**src/pca8_params.svh**
```systemverilog
// constants of the 8-bit pwm counter array module
`ifndef PCA8_PARAMS_SVH
`define PCA8_PARAMS_SVH
`define PCA8_DIV_W 2
`define PCA8_DIV_LAST 2'h3
`define PCA8_DIV_RST 2'h0
`define PCA8_CNT_MAX 8'hff
`define PCA8_CNT_RST 8'h00
`define PCA8_CNT_ONE 8'h01
`define PCA8_CMP_RST 8'h00
`define PCA8_CLS_8BIT 2'h0
`define PCA8_PERIOD 9'h100
`define PCA8_PER_RST 9'h000
`define PCA8_PER_ONE 9'h001
`endif

```
**src/pca8_pkg.sv**
```systemverilog
// types of the 8-bit pwm counter array module
package pca8_pkg;
  typedef logic [7:0] pca8_byte_t;
  typedef enum logic [1:0]
  {
    PCA8_CLS_8 = 2'h0,
    PCA8_CLS_9 = 2'h1,
    PCA8_CLS_10 = 2'h2,
    PCA8_CLS_11 = 2'h3
  } pca8_cls_e;
endpackage : pca8_pkg

```
**src/pca8_pwm.sv**
```systemverilog
// one counter array module in 8-bit pwm mode
`timescale 1ns/10ps
`include "pca8_params.svh"

// Notes on behaviour
// (RL1) match on counter low byte sets output
// (RL2) counter low byte overflow clears output
// (RL3) overflow reloads compare low from high
// (RL4) mode needs enable, select, length 00b
// (RL5) match sets match flag when enabled
// (RL6) overflow flag every 256 counter clocks
// (RL7) compare low write clears comparator enable
// (RL8) compare high write sets comparator enable
// (RL9) high time is 256 minus compare high
// (RL10) enable cleared gives no set, 0% duty
// (RL11) software writes low byte before high
// (RL12) flags stay set until software clears
module pca8_pwm
(
  input wire logic clk_sys,
  input wire logic nrst,
  input wire logic counter_run,
  input wire logic cpl_wr,
  input wire logic cph_wr,
  input wire pca8_pkg::pca8_byte_t wr_data,
  input wire logic pwm_select,
  input wire logic match_flag_enable,
  input wire pca8_pkg::pca8_cls_e cycle_length_select,
  input wire logic match_flag_clr,
  input wire logic ovf_flag_clr,
  output logic comparator_enable,
  output pca8_pkg::pca8_byte_t compare_low_byte,
  output pca8_pkg::pca8_byte_t compare_high_byte,
  output pca8_pkg::pca8_byte_t counter_low_byte,
  output logic module_output_pin,
  output logic module_match_flag,
  output logic cycle_overflow_flag
);
  import pca8_pkg::*;

  logic [`PCA8_DIV_W-1:0] div_r;
  logic [`PCA8_DIV_W-1:0] div_nxt;
  pca8_byte_t cnt_r;
  pca8_byte_t cnt_nxt;
  pca8_byte_t cpl_r;
  pca8_byte_t cpl_nxt;
  pca8_byte_t cph_r;
  pca8_byte_t cph_nxt;
  logic ecom_r;
  logic ecom_nxt;
  logic pin_r;
  logic pin_nxt;
  logic ccf_r;
  logic ccf_nxt;
  logic cycle_overflow_flag_r;
  logic cycle_overflow_flag_nxt;
  logic tick;
  logic ovf_ev;
  logic match_ev;
  logic pwm_mode;
  pca8_byte_t cnt_inc;
  pca8_byte_t cpl_eff;

  // counter clock is the system clock divided down
  assign tick = counter_run && (div_r == `PCA8_DIV_LAST);
  assign cnt_inc = cnt_r + `PCA8_CNT_ONE;
  assign ovf_ev = tick && (cnt_r == `PCA8_CNT_MAX);
  assign pwm_mode = ecom_r && pwm_select
    && (cycle_length_select == PCA8_CLS_8); // RL4
  // on overflow the reloaded value is compared already,
  // so a compare high of zero keeps the pin high
  assign cpl_eff = ovf_ev ? cph_r : cpl_r; // RL9
  assign match_ev = tick && pwm_mode
    && (cnt_inc == cpl_eff); // RL1 RL10

  always_comb
  begin
    div_nxt = div_r;
    cnt_nxt = cnt_r;
    if (counter_run)
    begin
      if (tick)
      begin
        div_nxt = `PCA8_DIV_RST;
        cnt_nxt = cnt_inc;
      end
      else
      begin
        div_nxt = div_r + 1'b1;
      end
    end
  end

  always_ff @(posedge clk_sys or negedge nrst)
  begin
    if (!nrst)
    begin
      div_r <= `PCA8_DIV_RST;
      cnt_r <= `PCA8_CNT_RST;
    end
    else
    begin
      div_r <= div_nxt;
      cnt_r <= cnt_nxt;
    end
  end

  // a software write to the low byte beats the reload
  always_comb
  begin
    cpl_nxt = cpl_r;
    cph_nxt = cph_r;
    ecom_nxt = ecom_r;
    if (ovf_ev)
    begin
      cpl_nxt = cph_r; // RL3
    end
    if (cpl_wr)
    begin
      cpl_nxt = wr_data;
      ecom_nxt = 1'b0; // RL7
    end
    if (cph_wr)
    begin
      cph_nxt = wr_data;
      ecom_nxt = 1'b1; // RL8
    end
  end

  always_ff @(posedge clk_sys or negedge nrst)
  begin
    if (!nrst)
    begin
      cpl_r <= `PCA8_CMP_RST;
      cph_r <= `PCA8_CMP_RST;
      ecom_r <= 1'b0;
    end
    else
    begin
      cpl_r <= cpl_nxt;
      cph_r <= cph_nxt;
      ecom_r <= ecom_nxt;
    end
  end

  // set wins over a clear in the same cycle
  always_comb
  begin
    pin_nxt = pin_r;
    ccf_nxt = ccf_r;
    cycle_overflow_flag_nxt = cycle_overflow_flag_r;
    if (!pwm_mode)
    begin
      pin_nxt = 1'b0;
    end
    else if (match_ev)
    begin
      pin_nxt = 1'b1; // RL1
    end
    else if (ovf_ev)
    begin
      pin_nxt = 1'b0; // RL2
    end
    if (match_flag_clr)
    begin
      ccf_nxt = 1'b0;
    end
    if (match_ev && match_flag_enable)
    begin
      ccf_nxt = 1'b1; // RL5 RL12
    end
    if (ovf_flag_clr)
    begin
      cycle_overflow_flag_nxt = 1'b0;
    end
    if (ovf_ev)
    begin
      cycle_overflow_flag_nxt = 1'b1; // RL6 RL12
    end
  end

  always_ff @(posedge clk_sys or negedge nrst)
  begin
    if (!nrst)
    begin
      pin_r <= 1'b0;
      ccf_r <= 1'b0;
      cycle_overflow_flag_r <= 1'b0;
    end
    else
    begin
      pin_r <= pin_nxt;
      ccf_r <= ccf_nxt;
      cycle_overflow_flag_r <= cycle_overflow_flag_nxt;
    end
  end

  assign comparator_enable = ecom_r;
  assign compare_low_byte = cpl_r;
  assign compare_high_byte = cph_r;
  assign counter_low_byte = cnt_r;
  assign module_output_pin = pin_r;
  assign module_match_flag = ccf_r;
  assign cycle_overflow_flag = cycle_overflow_flag_r;

  // helper: counter clocks since the last overflow
  logic [8:0] per_r;
  logic seen_r;
  always_ff @(posedge clk_sys or negedge nrst)
  begin
    if (!nrst)
    begin
      per_r <= `PCA8_PER_RST;
      seen_r <= 1'b0;
    end
    else if (ovf_ev)
    begin
      per_r <= `PCA8_PER_ONE;
      seen_r <= 1'b1;
    end
    else if (tick)
    begin
      per_r <= per_r + `PCA8_PER_ONE;
    end
  end
endmodule : pca8_pwm

```
**config.mk**
```make
export PLATFORM = sky130hd
export DESIGN_NAME = pca8_pwm
export DESIGN_NICKNAME = d
export VERILOG_FILES = /design/src/pca8_pkg.sv /design/src/pca8_pwm.sv
export VERILOG_INCLUDE_DIRS = /design/src
export SDC_FILE = /design/constraint.sdc
export NUM_CORES = 1
export LEC_CHECK = 0
export ABC_AREA = 1
export BUFFER_PORTS_ARGS = -buffer_cell sky130_fd_sc_hd__buf_2
export CORE_ASPECT_RATIO = 0.9
export CORE_MARGIN = 2
export CORE_UTILIZATION = 40
export DETAILED_ROUTE_END_ITERATION = 10
export PLACE_DENSITY_LB_ADDON = 0.3
export SLEW_MARGIN = 20
export SYNTH_ARGS = -nofsm -noshare
export SYNTH_HDL_FRONTEND = slang
export SYNTH_SLANG_ARGS = --single-unit
```
**constraint.sdc**
```tcl
create_clock -name clk_sys -period 1.85 [get_ports clk_sys]
set_input_delay 0.2775 -clock clk_sys [delete_from_list [all_inputs] [get_ports clk_sys]]
set_output_delay 0.2775 -clock clk_sys [all_outputs]
set_load 0.05 [all_outputs]
```
Yosys cells after proc, flatten, opt, wreduce, memory -nomap -nowiden
Index checks and enable logic that the tools add are counted.
Word-level totals
  register bits after elaboration: 30
  output and inout bits: 28
Operators by class
  mux-type cells: 12
  equality and inequality tests: 4
  $add $sub $neg: 2
  reductions and logical operators: 12
Operators by type and width (count)
  $mux 8: 2
  $mux 1: 9
  $add 8x1->8 const B: 1
  $eq 8x8->1: 1
  $eq 8x8->1 const B: 1
  $logic_and 1x1->1: 7
  $reduce_bool 2->1: 3
  $ne 3x3->1 const B: 1
  $add 2x1->2 const B: 1
  $eq 2x2->1 const B: 1
  $logic_not 2->1: 1
  $mux 2: 1
  $reduce_and 2->1: 1

Depth between registers and ports, before layout
Gate-level depths: netlist of run 1.
  depth after elaboration: 8
  depth in mapped cells: 13
  mapped depth without buffers: 12

Least setup slack after synthesis of run 1
Ideal clock, no wire load.
  kind: reg-to-reg
  from: reg cnt_r[0] (netlist: counter_low_byte[0])
  to: reg ccf_r (netlist: module_match_flag)
  path slack: -0.196 ns
  setup time: 0.066 ns
  arrival: 1.980 ns
  cell stages (with the launch flop): 13
  cells stage by stage: dfrtp_1 ha_1 nand3_2 nor2_4 buf_6 nand3_1 nand3_1 nand2_1 nor2_1 nand2_1 nor2_2 nand3_1 nand2_1
Between the ends
  cells in the longest elaborated chain, start to end: 7
  elaborated cells between the ends (all ways): 9
  those cells by class: add/sub: 1; eq/ne: 2; mux: 2; reduce/logical: 4
RTL lines
  start: declaration: line pca8_pwm.sv:43  | pca8_byte_t cnt_r;
  start signal: assignment: line pca8_pwm.sv:99  | cnt_r <= `PCA8_CNT_RST;
  start signal: assignment: line pca8_pwm.sv:104  | cnt_r <= cnt_nxt;
  parallel branches: the longest is 3 deep, another holds $add 8x1->8
  $eq 8x8->1 (*): line pca8_pwm.sv:74  | && (cnt_inc == cpl_eff);
  $logic_and 1x1->1 (*): line pca8_pwm.sv:74
  $logic_and 1x1->1 (*): line pca8_pwm.sv:168  | if (match_ev && match_flag_enable)
  $mux 1 / $reduce_bool 2->1 (equally long branches)
  end signal: assignment: line pca8_pwm.sv:193  | ccf_r <= ccf_nxt;
  end: declaration: line pca8_pwm.sv:53  | logic ccf_r;
Every way passes the cells marked *.
A chain may end at the register's enable or synchronous reset.

Worst setup path after layout of run 1
  from: reg div_r[0]
  to: reg ccf_r (netlist: module_match_flag)
Between the ends
  cells in the longest elaborated chain, start to end: 8
  elaborated cells between the ends (all ways): 10
  those cells by class: eq/ne: 2; mux: 2; reduce/logical: 6
RTL lines
  start: declaration: line pca8_pwm.sv:41  | logic [`PCA8_DIV_W-1:0] div_r;
  start signal: assignment: line pca8_pwm.sv:98  | div_r <= `PCA8_DIV_RST;
  start signal: assignment: line pca8_pwm.sv:103  | div_r <= div_nxt;
  $eq 2x2->1 (no line) (*)
  $logic_and 1x1->1 (*): line pca8_pwm.sv:65  | assign tick = counter_run && (div_r == `PCA8_DIV_LAST);
  $logic_and 1x1->1: line pca8_pwm.sv:67  | assign ovf_ev = tick && (cnt_r == `PCA8_CNT_MAX);
  $mux 8
  $eq 8x8->1: line pca8_pwm.sv:74
  $logic_and 1x1->1 (*): line pca8_pwm.sv:74
  $logic_and 1x1->1 (*): line pca8_pwm.sv:168
  $mux 1 / $reduce_bool 2->1 (equally long branches)
Mark *: on every way between the ends. The rest lies on a longest branch, timed or not.

==> results, run 1 <==
- The flow ran to the end, and the final reports show no timing, DRC or antenna violations.
- The die is 72.12 microns wide.
- On the final layout, the worst hold slack is 0.02141 ns.
- The count of antenna diodes in the layout is 0.
- The number of primary I/O pins is 47.
- In the detailed route, the total length drawn on met3 is 236 microns.
- The height of the chip is 65.31 microns.
- Yosys attributes the largest share of cell area to sky130_fd_sc_hd__dfrtp_1, sky130_fd_sc_hd__nand2_1, sky130_fd_sc_hd__o21ai_0, sky130_fd_sc_hd__inv_1, sky130_fd_sc_hd__nand3_1.
- The critical path start-end classification is reg2reg.
- The worst setup path is captured at a flip-flop.
- The per-cell routed wire length is 12.36 microns.
- The synthesized cell area is 1670 sq um.
- The final-report hold violation count is 0.
- The cell taking the most area after synthesis is sky130_fd_sc_hd__dfrtp_1.
- The routability congestion estimate from global placement is 0.8127.
- The via count normalized by instance count is 4.878.
- The finished cells cover 2163 sq um.
- The maximum clock path buffer count is 2.
- For this configuration, the core starts out at a cell density of 0.4128.
- The leakage power is 1.130 nW.
- The total power divided by cell area is 1089 nW/um^2.
- The clock-pin slew on the worst setup and hold paths is 0.07 ns.
- Setup violations remaining at the end of the flow were counted as 0.
- Overall power consumption after layout is estimated at 2.356 mW.
- The number of filler cells placed in the layout is 376.
- The count of nets left with antenna violations after detail routing is 0.
- In this run the cell area measured after placement is 1978 sq um.
- The root buffer cell chosen for the clock tree is sky130_fd_sc_hd__clkbuf_8.
- On the final layout, the worst clock skew is 0.006445 ns.
- The placeable core region is 4046 sq um.
- Summing all flip-flop and latch instances after layout gives 754.5 sq um.
- Timing analysis after detailed placement gives a worst setup slack of 0.1209 ns.
- For this run, the share of the core covered by cells in the final layout is 0.5346.
- Along the worst path, the maximum fanout reaches 5.
- After synthesis, the netlist uses 21 different library cells.
- The number of buffers inserted by hold repair at cts is 0.
- Yosys printed 0 warnings.
- Derived from the worst setup path, the maximum achievable clock frequency is 0.5548 GHz.
- Data on the critical path arrives at its endpoint at 2.02 ns.
- The synthesized area per cell is 8.031 sq um.
- The final critical path time including I/O delays and setup is 1.802 ns.
- For the pin with the worst max-slew slack, the measured transition is 0.6563 ns.
- The share of synthesized area occupied by flip-flops and latches is 0.4494.
- The share of Yosys cell area claimed by the top area cell type is 0.4494.
- The count of cells in the finished layout, fillers not included, comes to 312.
- The worst setup path is launched from a flip-flop.
- The worst-case vdd ir drop is 580.3 uV.
- Routed signal wires occupy layers up through met4.
- The worst pin sits at a relative slew slack of 0.5625.
- After layout, the worst setup slack is 0.04759 ns.
- The clock reaches the later pin of the worst-skew pair after 0.28 ns.
- Setup repair after global routing could not meet its margin everywhere.
- The net count after synthesis is 229.
- The signed area change from the synthesized netlist to the final layout is 29.51%.
- In this run the core area contains 22 standard-cell rows.
- The initial antenna violation count is 0.
- The detailed-router iteration count before antenna repair is 4.
- The first global-routing pass estimated 6334 microns of wire.
- For this run, the post-layout net count is 285.
- Wires add up to 3855 microns.
- The TritonCTS clock tree is yes.
- The clock tree synthesis step divided the H-tree into 2 levels.
- The post-synthesis cell count is 208.
- The number of storage elements in the synthesis netlist is 30.
- The number of global-route vias before repair was 1360.
- In the synthesized netlist the dominant register cell turns out to be sky130_fd_sc_hd__dfrtp_1.
- Wire segments on met2 add up to 1647 microns in the final route.
- Counting flops with a built-in enable in the synthesized netlist gives 0.
- In the final layout, the share of cells above drive strength 1 is 0.3561.
- The routed length on met1 is 1925 microns.
- Summing all multi-input logic gate instances after layout gives 845.8 sq um.
- The total overflow left after global routing is 0.
- The worst endpoint required time is 2.07 ns.
- For this run, design rule violations remaining after detail routing come to 0.
- The most common cell in the synthesized netlist is sky130_fd_sc_hd__nand2_1.
- The post-placement cell count is 302.
- In the final timing run, aggregate negative setup slack is 0 ns.
- For this run, the total global-route usage over all layers was measured as 0.1756.
- Of all flip-flops after synthesis, the portion carrying an async set or reset was 1.000.
- The via count is 1522.
- Detailed placement ended at an HPWL of 2818 microns.
- TritonCTS created 5 clock buffers.
- During placement, the flow inserted port buffers numbering 46.
- The number of violations reported at the end of detailed-routing iteration 0 is 104.
- The max-capacitance violation count is 0.
- The final max-slew violation count is 0.
- The final worst-path cycle share is 0.9743.
- The min-delay analysis places its worst path in the category in2async.
- Entering global routing, the biggest net connects 31 pins.
- By count the netlist is led by sky130_fd_sc_hd__nand2_1, sky130_fd_sc_hd__dfrtp_1, sky130_fd_sc_hd__inv_1, sky130_fd_sc_hd__o21ai_0, sky130_fd_sc_hd__nand3_1.
- The number of sinks handled by clock tree synthesis is 30.
- The total die area is 4709 sq um.
[cell type report]
| class | instances | share of cell area |
|---|---|---|
| clock buffer | 7 | 0.03991 |
| inverter | 27 | 0.04685 |
| multi-input combinational | 145 | 0.3910 |
| sequential | 30 | 0.3488 |
| tap | 48 | 0.02776 |
| timing repair buffer | 55 | 0.1457 |
[routing by layer]
| metal | global-route usage | vias to the layer above |
|---|---|---|
| met4 | 0.05660 | 0 |
| met2 | 0.2362 | 48 |
| met5 | 0 | - |
| li1 | - | 778 |
| met3 | 0.04601 | 8 |
| met1 | 0.2698 | 688 |
[worst max-delay path, stage by stage (launching register included)]
cell and delay, ns:
sky130_fd_sc_hd__dfrtp_1 0.37, sky130_fd_sc_hd__ha_2 0.20, sky130_fd_sc_hd__nand3_2 0.09, sky130_fd_sc_hd__nor2_4 0.18, sky130_fd_sc_hd__buf_4 0.16, sky130_fd_sc_hd__nand3_1 0.07
sky130_fd_sc_hd__nand2_1 0.09, sky130_fd_sc_hd__nor2_1 0.06, sky130_fd_sc_hd__nor2_1 0.14, sky130_fd_sc_hd__nand2_1 0.08, sky130_fd_sc_hd__nor2_2 0.14, sky130_fd_sc_hd__nand3_1 0.09
sky130_fd_sc_hd__nand2_1 0.06
[where the power goes]
group | internal [mW] | switching (mW) | total (mW) | leakage, nW
logic | 0.315 | 0.649 | 0.964 | 0.713
clock network | 0.295 | 0.237 | 0.532 | 0.0443
registers | 0.759 | 0.101 | 0.860 | 0.372
total | 1.37 | 0.987 | 2.36 | 1.13
[flip-flops by register name (all words and copies together) (netlist names)]
register,cells
comparator_enable,1
compare_high_byte,8
compare_low_byte,8
counter_low_byte,8
cycle_overflow_flag,1
div_r,2
module_match_flag,1
module_output_pin,1
[worst paths after layout]
kind | startpoint | end | slack [ns] | cells after the start
worst max-delay path | div_r[0]$_DFFE_PN0P_ | module_match_flag$_DFFE_PN0P_ | 0.05 | 12
worst min-delay path | nrst | cycle_overflow_flag$_DFFE_PN0P_ | 0.02 | 1
worst max register to register | div_r[0]$_DFFE_PN0P_ | module_match_flag$_DFFE_PN0P_ | 0.05 | 12
worst min register to register | module_match_flag$_DFFE_PN0P_ | module_match_flag$_DFFE_PN0P_ | 0.48 | 2
max in group asynchronous | nrst | counter_low_byte[2]$_DFFE_PN0P_ | 1.37 | 1
min in group clk_sys | ovf_flag_clr | cycle_overflow_flag$_DFFE_PN0P_ | 0.17 | 2
[placed cells by master, fill, tap and decap left out, drive strengths merged]
master  netlist  final
o21bai        3      3
o21ai        23     23
ha            2      2
xor2          4      4
nor2         12     12
nand4         3      3
mux2          2      2
nand2        67     67
clkbuf        3      7
nand3b        1      1
a21oi         1      1
inv          27     27
dfrtp        30     30
nand3        27     27
buf           3     55
[cell families after synthesis]
| group | count (synthesis) | share of synthesized area |
|---|---|---|
| buffers and inverters | 33 | 0.08764 |
| XOR/XNOR | 4 | 0.02097 |
| flip-flops | 30 | 0.4494 |
| AO/OA/AOI/OAI | 27 | 0.08539 |
| AND/OR/NAND/NOR | 110 | 0.3281 |
| multiplexers | 2 | 0.01348 |
| adder cells (fa/ha/maj) | 2 | 0.01498 |
[repair_timing]
action | 4_1_cts | 5_1_grt
resized for setup | 0 | 17
setup buffers | 0 | 1
endpoints found under the setup margin | 0 | 2
Power figures use the tool's default switching activity.
==> inputs of run 2 (changes only) <==
--- a/config.mk
+++ b/config.mk
@@ -6,7 +6,6 @@
 export SDC_FILE = /design/constraint.sdc
 export NUM_CORES = 1
 export LEC_CHECK = 0
-export ABC_AREA = 1
 export BUFFER_PORTS_ARGS = -buffer_cell sky130_fd_sc_hd__buf_2
 export CORE_ASPECT_RATIO = 0.9
 export CORE_MARGIN = 2
==> results, run 2 <==
- The share of the Yosys chip area taken by registers is 0.4658.
- Derived from the worst setup path, the maximum achievable clock frequency is 0.4318 GHz.
- Counting instances in the post-synthesis netlist gives the leading cell types as sky130_fd_sc_hd__dfrtp_1, sky130_fd_sc_hd__mux2_2, sky130_fd_sc_hd__nand2_1, sky130_fd_sc_hd__xnor2_1.
- The final worst-path cycle share is 1.252.
- Of the cells placed in the final design, the portion with a size suffix greater than 1 is 0.5192.
- The via count normalized by instance count is 5.146.
- The max-capacitance violation count is 0.
- The die covers 4553 sq um.
- The area of the multi-input gates is 840.8 sq um.
- The synthesized design contains 30 register bits.
- sky130_fd_sc_hd__dfrtp_1 is the most common cell in the netlist.
- A synthesized cell averages 11.51 sq um.
- Ranked by total cell area, the synthesized netlist is headed by sky130_fd_sc_hd__dfrtp_1, sky130_fd_sc_hd__mux2_2, sky130_fd_sc_hd__xnor2_1, sky130_fd_sc_hd__mux2i_1, sky130_fd_sc_hd__nand2_1.
- The wire length after detailed routing is 3761 microns.
- In this run the remaining antenna-violating nets after routing total 0.
- The slew at the pin closest to its max-slew limit is 0.6813 ns.
- The number of violations reported at the end of detailed-routing iteration 0 is 50.
- For this run, the total global-route usage over all layers was measured as 0.1785.
- Across all setup checks in the final design, the least slack found is -0.4658 ns.
- Among all flip-flop cells after synthesis, the most frequent one is sky130_fd_sc_hd__dfrtp_1.
- Global routing finished with a remaining overflow of 0.
- The clock-pin slew on the worst setup and hold paths is 0.07 ns.
- The net count after synthesis is 161.
- The checks that failed: setup timing.
- The critical path start-end classification is reg2reg.
- The signal arrival time at the worst endpoint is 2.50 ns.
- The number of global-route vias before repair came to 1291.
- For this run, the detailed router's first-pass iteration total came to 4.
- In the routed design, unresolved DRC markers number 0.
- The final non-filler cell area is 2158 sq um.
- After the last flow step, the layout net total stands at 228.
- For this design the ratio of total power to cell area is 1158 nW/um^2.
- For this design, the sink count on the clock tree is 30.
- The total of endpoints with negative setup slack in the final report is 2.
- Entering global routing, the biggest net connects 31 pins.
- The TritonCTS clock tree is yes.
- The placeable core region is 3784 sq um.
- The worst relative slew slack is 0.5458.
- Across all layers, the routed design uses 1307 vias.
- The number of hold buffers added after CTS was 0.
- The post-synthesis async set-or-reset flop share is 1.000.
- Setup repair after global routing could not meet its margin everywhere.
- During I/O placement, the number of pins put on the boundary was 47.
- The routed design could run at a clock period as short as 2.316 ns.
- In the final routed layout, each cell accounts on average for 14.81 microns.
- The synthesized cell area is 1612 sq um.
- The worst setup path is launched from a flip-flop.
- The repair_antennas step left the layout with diodes totalling 0.
- The CTS root buffer is sky130_fd_sc_hd__clkbuf_8.
- The HPWL after detailed placement is 2930 microns.
- At the later pin of the worst-skew pair, clock insertion delay measures 0.27 ns.
- The number of distinct library cells after synthesis is 37.
- The first global-routing pass estimated 6306 microns of wire.
- After detailed placement, the total cell area comes to 2046 sq um.
- The floorplan step set the die width to 70.91 microns.
- Hold timing on the final database bottoms out at a slack of 0.04552 ns.
- The analysis attributes to cell leakage a power of 1.013 nW.
- For this configuration, the core starts out at a cell density of 0.4259.
- In this run the number of H-tree levels came out at 2.
- The flow ran to the end, but the final reports show violations.
- The initial antenna violation count is 0.
- Leaving out fill and tap cells, the most frequent cells in the layout are sky130_fd_sc_hd__buf_2, sky130_fd_sc_hd__dfrtp_1, sky130_fd_sc_hd__buf_4, sky130_fd_sc_hd__mux2_2.
- The final max-slew violation count is 0.
- At the worst endpoint, the required time is 2.03 ns.
- The maximum clock path buffer count is 2.
- Routability-driven placement finished with a final weighted congestion of 0.8540.
- The share of Yosys cell area claimed by the top area cell type is 0.4658.
- The kind of end point of the critical path is a flip-flop.
- The clock buffer count from CTS is 5.
- Relative to the synthesized area, the layout overhead comes to 33.93%.
- For the final database, setup skew stands at 0.006298 ns.
- The row count is 21.
- The count of buffers added on input and output ports is 46.
- The worst-case vdd ir drop is 553.8 uV.
- The height of the chip is 64.22 microns.
- The cell count after synthesis came out at 140.
- Summed over all instances, the cell type with the most area after synthesis is sky130_fd_sc_hd__dfrtp_1.
- The most common cell after layout, fill and taps aside is sky130_fd_sc_hd__buf_2.
- The number of flops mapped to enable cells by yosys is 0.
- The number of filler cells placed in the layout is 343.
- The final-report hold violation count is 0.
- The maximum fanout along the worst path is 7.
- The worst hold path class is in2async.
- In the final layout, flip-flops and latches occupy 762.0 sq um.
- The Yosys step of the flow raised 0 warnings.
[run 2: changes by cell type in the layout (fill, tap and decap cells not counted), sizes merged, moves of 16 or more]
cell	delta
mux2	+16
nand2	-55
nand3	-22
o21ai	-18
inv	-22
[run 2: what timing repair did]
action	4_1_cts	5_1_grt
cloned	0	0
buffers inserted	0	0
endpoints found under the setup margin	10	2
pin swaps	2	0
resized for setup	4	1
[run 2: layout make-up]
cell class	count	area share
Clock buffer	7	0.04000
Clock inverter	1	0.002319
Inverter	5	0.008696
Multi-Input combinational cell	98	0.3896
Sequential cell	30	0.3530
Tap cell	46	0.02667
Timing Repair Buffer	67	0.1797
[run 2: path summary, 6_finish.rpt]
path / from / end / slack, ns / cells past startpoint
worst max-delay path: counter_low_byte[0]$_DFFE_PN0P_ / module_match_flag$_DFFE_PN0P_ / -0.47 / 7
worst min-delay path: nrst / module_match_flag$_DFFE_PN0P_ / 0.05 / 1
worst max register to register: counter_low_byte[0]$_DFFE_PN0P_ / module_match_flag$_DFFE_PN0P_ / -0.47 / 7
worst min register to register: cycle_overflow_flag$_DFFE_PN0P_ / cycle_overflow_flag$_DFFE_PN0P_ / 0.48 / 1
max in group asynchronous: nrst / counter_low_byte[0]$_DFFE_PN0P_ / 1.30 / 1
min in group clk_sys: match_flag_clr / module_match_flag$_DFFE_PN0P_ / 0.19 / 2
[run 2: logic make-up (layout without fill, tap and decap cells)]
family,after synthesis,count (layout),share of synthesized area
buffers and inverters,12,80,0.04270
xor gates and xnor gates,17,17,0.09239
AOI/OAI and AO/OA,16,16,0.07454
muxes,23,23,0.1592
and+or+nand+nor,40,40,0.1498
adders and majority gates,2,2,0.01553
DFF,30,30,0.4658
[run 2: where the power goes]
part	total, mW	internal [mW]	switching, mW	leakage [nW]
clock	0.526	0.299	0.227	0.0482
combinational	1.13	0.462	0.668	0.604
sequential	0.844	0.768	0.0763	0.361
total	2.50	1.53	0.971	1.01
[run 2: stage by stage]
step	std cells	setup TNS, ns	util	total power, mW	worst slack [ns]
3_3_place_gp	246	-1.143	0.5407	1.913	-0.5661
4_1_cts	254	-0.8699	0.5671	2.510	-0.4646
6_report	254	-0.8687	0.5704	2.500	-0.4658
2_1_floorplan	140	-1.711	-	1.602	-0.6633
5_1_grt	254	-1.007	0.5704	2.637	-0.5248
3_5_place_dp	246	-1.654	0.5407	1.955	-0.6434
[run 2: routing by layer]
layer	routed length [microns]	track usage	share of wire	up-vias
met4	19	0.04245	0.0051	0
met1	1714	0.2397	0.46	650
met2	1870	0.2956	0.50	31
met3	157	0.03785	0.042	2
met5	0	0	0	-
li1	-	-	-	624
[run 2: critical path, stage by stage (launching register included)]
cell                      delay (ns)
sky130_fd_sc_hd__dfrtp_4        0.42
sky130_fd_sc_hd__ha_4           0.12
sky130_fd_sc_hd__and3_4         0.19
sky130_fd_sc_hd__and4_4         0.29
sky130_fd_sc_hd__mux2_4         0.33
sky130_fd_sc_hd__xnor2_1        0.14
sky130_fd_sc_hd__or4_4          0.54
sky130_fd_sc_hd__o32ai_2        0.20
==> inputs of run 3 (changes only) <==
--- a/config.mk
+++ b/config.mk
@@ -7,7 +7,6 @@
 export NUM_CORES = 1
 export LEC_CHECK = 0
 export BUFFER_PORTS_ARGS = -buffer_cell sky130_fd_sc_hd__buf_2
-export CORE_ASPECT_RATIO = 0.9
 export CORE_MARGIN = 2
 export CORE_UTILIZATION = 40
 export DETAILED_ROUTE_END_ITERATION = 10
==> results, run 3 (synthesis gave the netlist of run 2 again) <==
- The first TritonRoute pass finished after 4 iterations.
- The number of buffers inserted by hold repair at cts is 0.
- The global-route wire length before repair is 5982 microns.
- The initial utilization of the core area, before any placement, comes to 0.4088.
- The maximum clock path buffer count is 2.
- Measured along the y axis, the die boundary spans 67.48 microns.
- The via count is 1275.
- The die is 67.48 microns wide.
- The worst hold path class is in2async.
- The max-capacitance violation count is 0.
- The CTS root buffer is sky130_fd_sc_hd__clkbuf_8.
- The critical path start-end classification is reg2reg.
- In this run the remaining antenna-violating nets after routing total 0.
- Setup repair after global routing could not meet its margin everywhere.
- The final setup skew is 0.004909 ns.
- For this design the ratio of total power to cell area is 1160 nW/um^2.
- At the pin with the least slew margin, the transition time is 0.6896 ns.
- In the final routed layout, each cell accounts on average for 14.75 microns.
- In this run the critical register-to-register path is captured at module_match_flag$_DFFE_PN0P_.
- Data arrives at the worst endpoint at 2.49 ns.
- Entering global routing, the biggest net connects 31 pins.
- The detailed-placement wirelength estimate is 2810 microns.
- The clock latency on the worst-skew pair is 0.28 ns.
- The number of cells traversed by the worst register-to-register path is 7.
- Pin placement for this block handled 47 I/O pins.
- The final layout contains routed wiring with a total length of 3791 microns.
- Data on the critical path is required at its endpoint by 2.04 ns.
- The library cells used most frequently in the layout, excluding fill and tap cells, are sky130_fd_sc_hd__buf_2, sky130_fd_sc_hd__dfrtp_1, sky130_fd_sc_hd__buf_4, sky130_fd_sc_hd__mux2_2.
- The number of buffers added for setup after CTS is 0.
- The number of violations reported at the end of detailed-routing iteration 0 is 36.
- For this design, the slowest cell found on the critical path is sky130_fd_sc_hd__or4_4.
- The finished cells cover 2150 sq um.
- The die covers 4553 sq um.
- The number of buffers added on ports is 46.
- The cell family with the largest share of critical-path delay is simple AND/OR/NAND/NOR gates.
- The clock buffer count from CTS is 5.
- The initial antenna violation count was 0.
- The via count normalized by instance count is 4.961.
- The leakage power is 1.001 nW.
- The clock-pin slew on the worst setup and hold paths is 0.07 ns.
- The final reports fail on setup timing.
- The number of buffers and inverters on the critical path is 0.
- The placeable core region is 3943 sq um.
- The total of endpoints with negative setup slack in the final report is 2.
- The final-report hold violation count is 0.
- The number of filler cells placed in the layout is 340.
- The maximum single-stage delay on the critical path is 0.52 ns.
- TritonCTS built the clock tree.
- Based on the critical path, the design can be clocked at up to 0.4350 GHz.
- The number of global-route vias before repair is 1229.
- The origin of the critical flop-to-flop path is counter_low_byte[0]$_DFFE_PN0P_.
- The number of sinks handled by clock tree synthesis is 30.
- The signed area change from the synthesized netlist to the final layout is 33.38%.
- After detailed routing, the number of remaining DRC violations is 0.
- The library cell used most frequently in the layout, excluding fill and tap cells, is sky130_fd_sc_hd__buf_2.
- The overall overflow remaining after global route is 0.
- In this run the register-to-register setup slack is -0.45 ns.
- The run finished, with violations left.
- The post-route worst setup slack is -0.4487 ns.
- Walking the worst path, the cells encountered are ha_4 -> and3_4 -> and4_4 -> mux2_4 -> xnor2_1 -> or4_4 -> o32ai_2.
- The final layout contains 227 nets.
- In the final layout, the share of cells above drive strength 1 is 0.5217.
- The setup slack at placement is -0.7115 ns.
- The startpoint of the most critical setup path is counter_low_byte[0]$_DFFE_PN0P_.
- Measured against its own limit, the worst slew margin works out to 0.5402.
- The routability congestion estimate from global placement is 0.8419.
- The type of element launching the critical path is a flip-flop.
- The overall fraction of global-route tracks in use is 0.1800.
- Dividing the final minimum period by the clock period gives 1.243.
- The routed design could run at a clock period as short as 2.299 ns.
- The final max-slew violation count is 0.
- IR analysis of the VDD net gives a maximum drop of 557.0 uV.
- The depth of the CTS H-tree is 2.
- The worst setup path is captured at a flip-flop.
- The row count is 23.
- In this run the worst path has a maximum fanout of 5.
- The placed cell area is 2036 sq um.
- 0 antenna diodes ended up in the layout.
[run 3: changes by cell type in the layout (fill, tap and decap cells not counted)]
cell / change
sky130_fd_sc_hd__buf_4: -2
sky130_fd_sc_hd__and4_4: +1
sky130_fd_sc_hd__ha_2: +1
sky130_fd_sc_hd__a2111oi_2: +1
sky130_fd_sc_hd__a2111oi_4: -1
sky130_fd_sc_hd__ha_1: -1
[run 3: where the power goes]
part / leakage (nW) / switching, mW / internal [mW]
sequential: 0.361 / 0.0779 / 0.767
clock: 0.0482 / 0.245 / 0.300
combinational: 0.593 / 0.648 / 0.455
total: 1.00 / 0.970 / 1.52
[run 3: how the worst max path moves through the flow]
| stage | end | slack [ns] | cells after the start |
|---|---|---|---|
| global placement | module_match_flag$_DFFE_PN0P_ | -0.65 | 7 |
| detailed placement | module_match_flag$_DFFE_PN0P_ | -0.71 | 7 |
| CTS | module_match_flag$_DFFE_PN0P_ | -0.45 | 7 |
| global route | module_match_flag$_DFFE_PN0P_ | -0.53 | 7 |
| finish | module_match_flag$_DFFE_PN0P_ | -0.45 | 7 |
| floorplan | module_match_flag$_DFFE_PN0P_ | -0.66 | 8 |
[run 3: metrics by stage]
stage / TNS [ns] / hold slack, ns / power, mW / utilization / instances
global route: -1.002 / 0.08793 / 2.634 / 0.5452 / 257
floorplan: -1.711 / -0.01809 / 1.602 / - / 140
global placement: -1.570 / 0.3512 / 1.910 / 0.5163 / 248
CTS: -0.8571 / 0.06148 / 2.508 / 0.5446 / 257
finish: -0.8568 / 0.03852 / 2.493 / 0.5452 / 257
detailed placement: -2.050 / 0.3615 / 1.946 / 0.5163 / 248
[run 3: final cells by class]
cell class | count | area (sq um) | share of cell area
clock buffers | 7 | 86.33 | 0.04016
inverters | 5 | 18.77 | 0.008731
clock inverters | 1 | 5.005 | 0.002328
multi-input cells | 99 | 842.1 | 0.3917
repair buffers | 65 | 372.9 | 0.1735
well taps | 50 | 62.56 | 0.02910
flip-flops and latches | 30 | 762.0 | 0.3545
[run 3: what timing repair did]
| item | in CTS | in global routing |
|---|---|---|
| pin swaps | 3 | 1 |
| gates cloned | 1 | 0 |
| resized for setup | 5 | 1 |
| setup endpoints to repair | 10 | 2 |
[run 3: layer usage]
layer	vias up	routed length [microns]	global-route usage
met1	615	1721	0.2209
met4	0	33	0.06888
met5	-	0	0
met3	4	136	0.05167
met2	24	1899	0.2978
li1	632	-	-
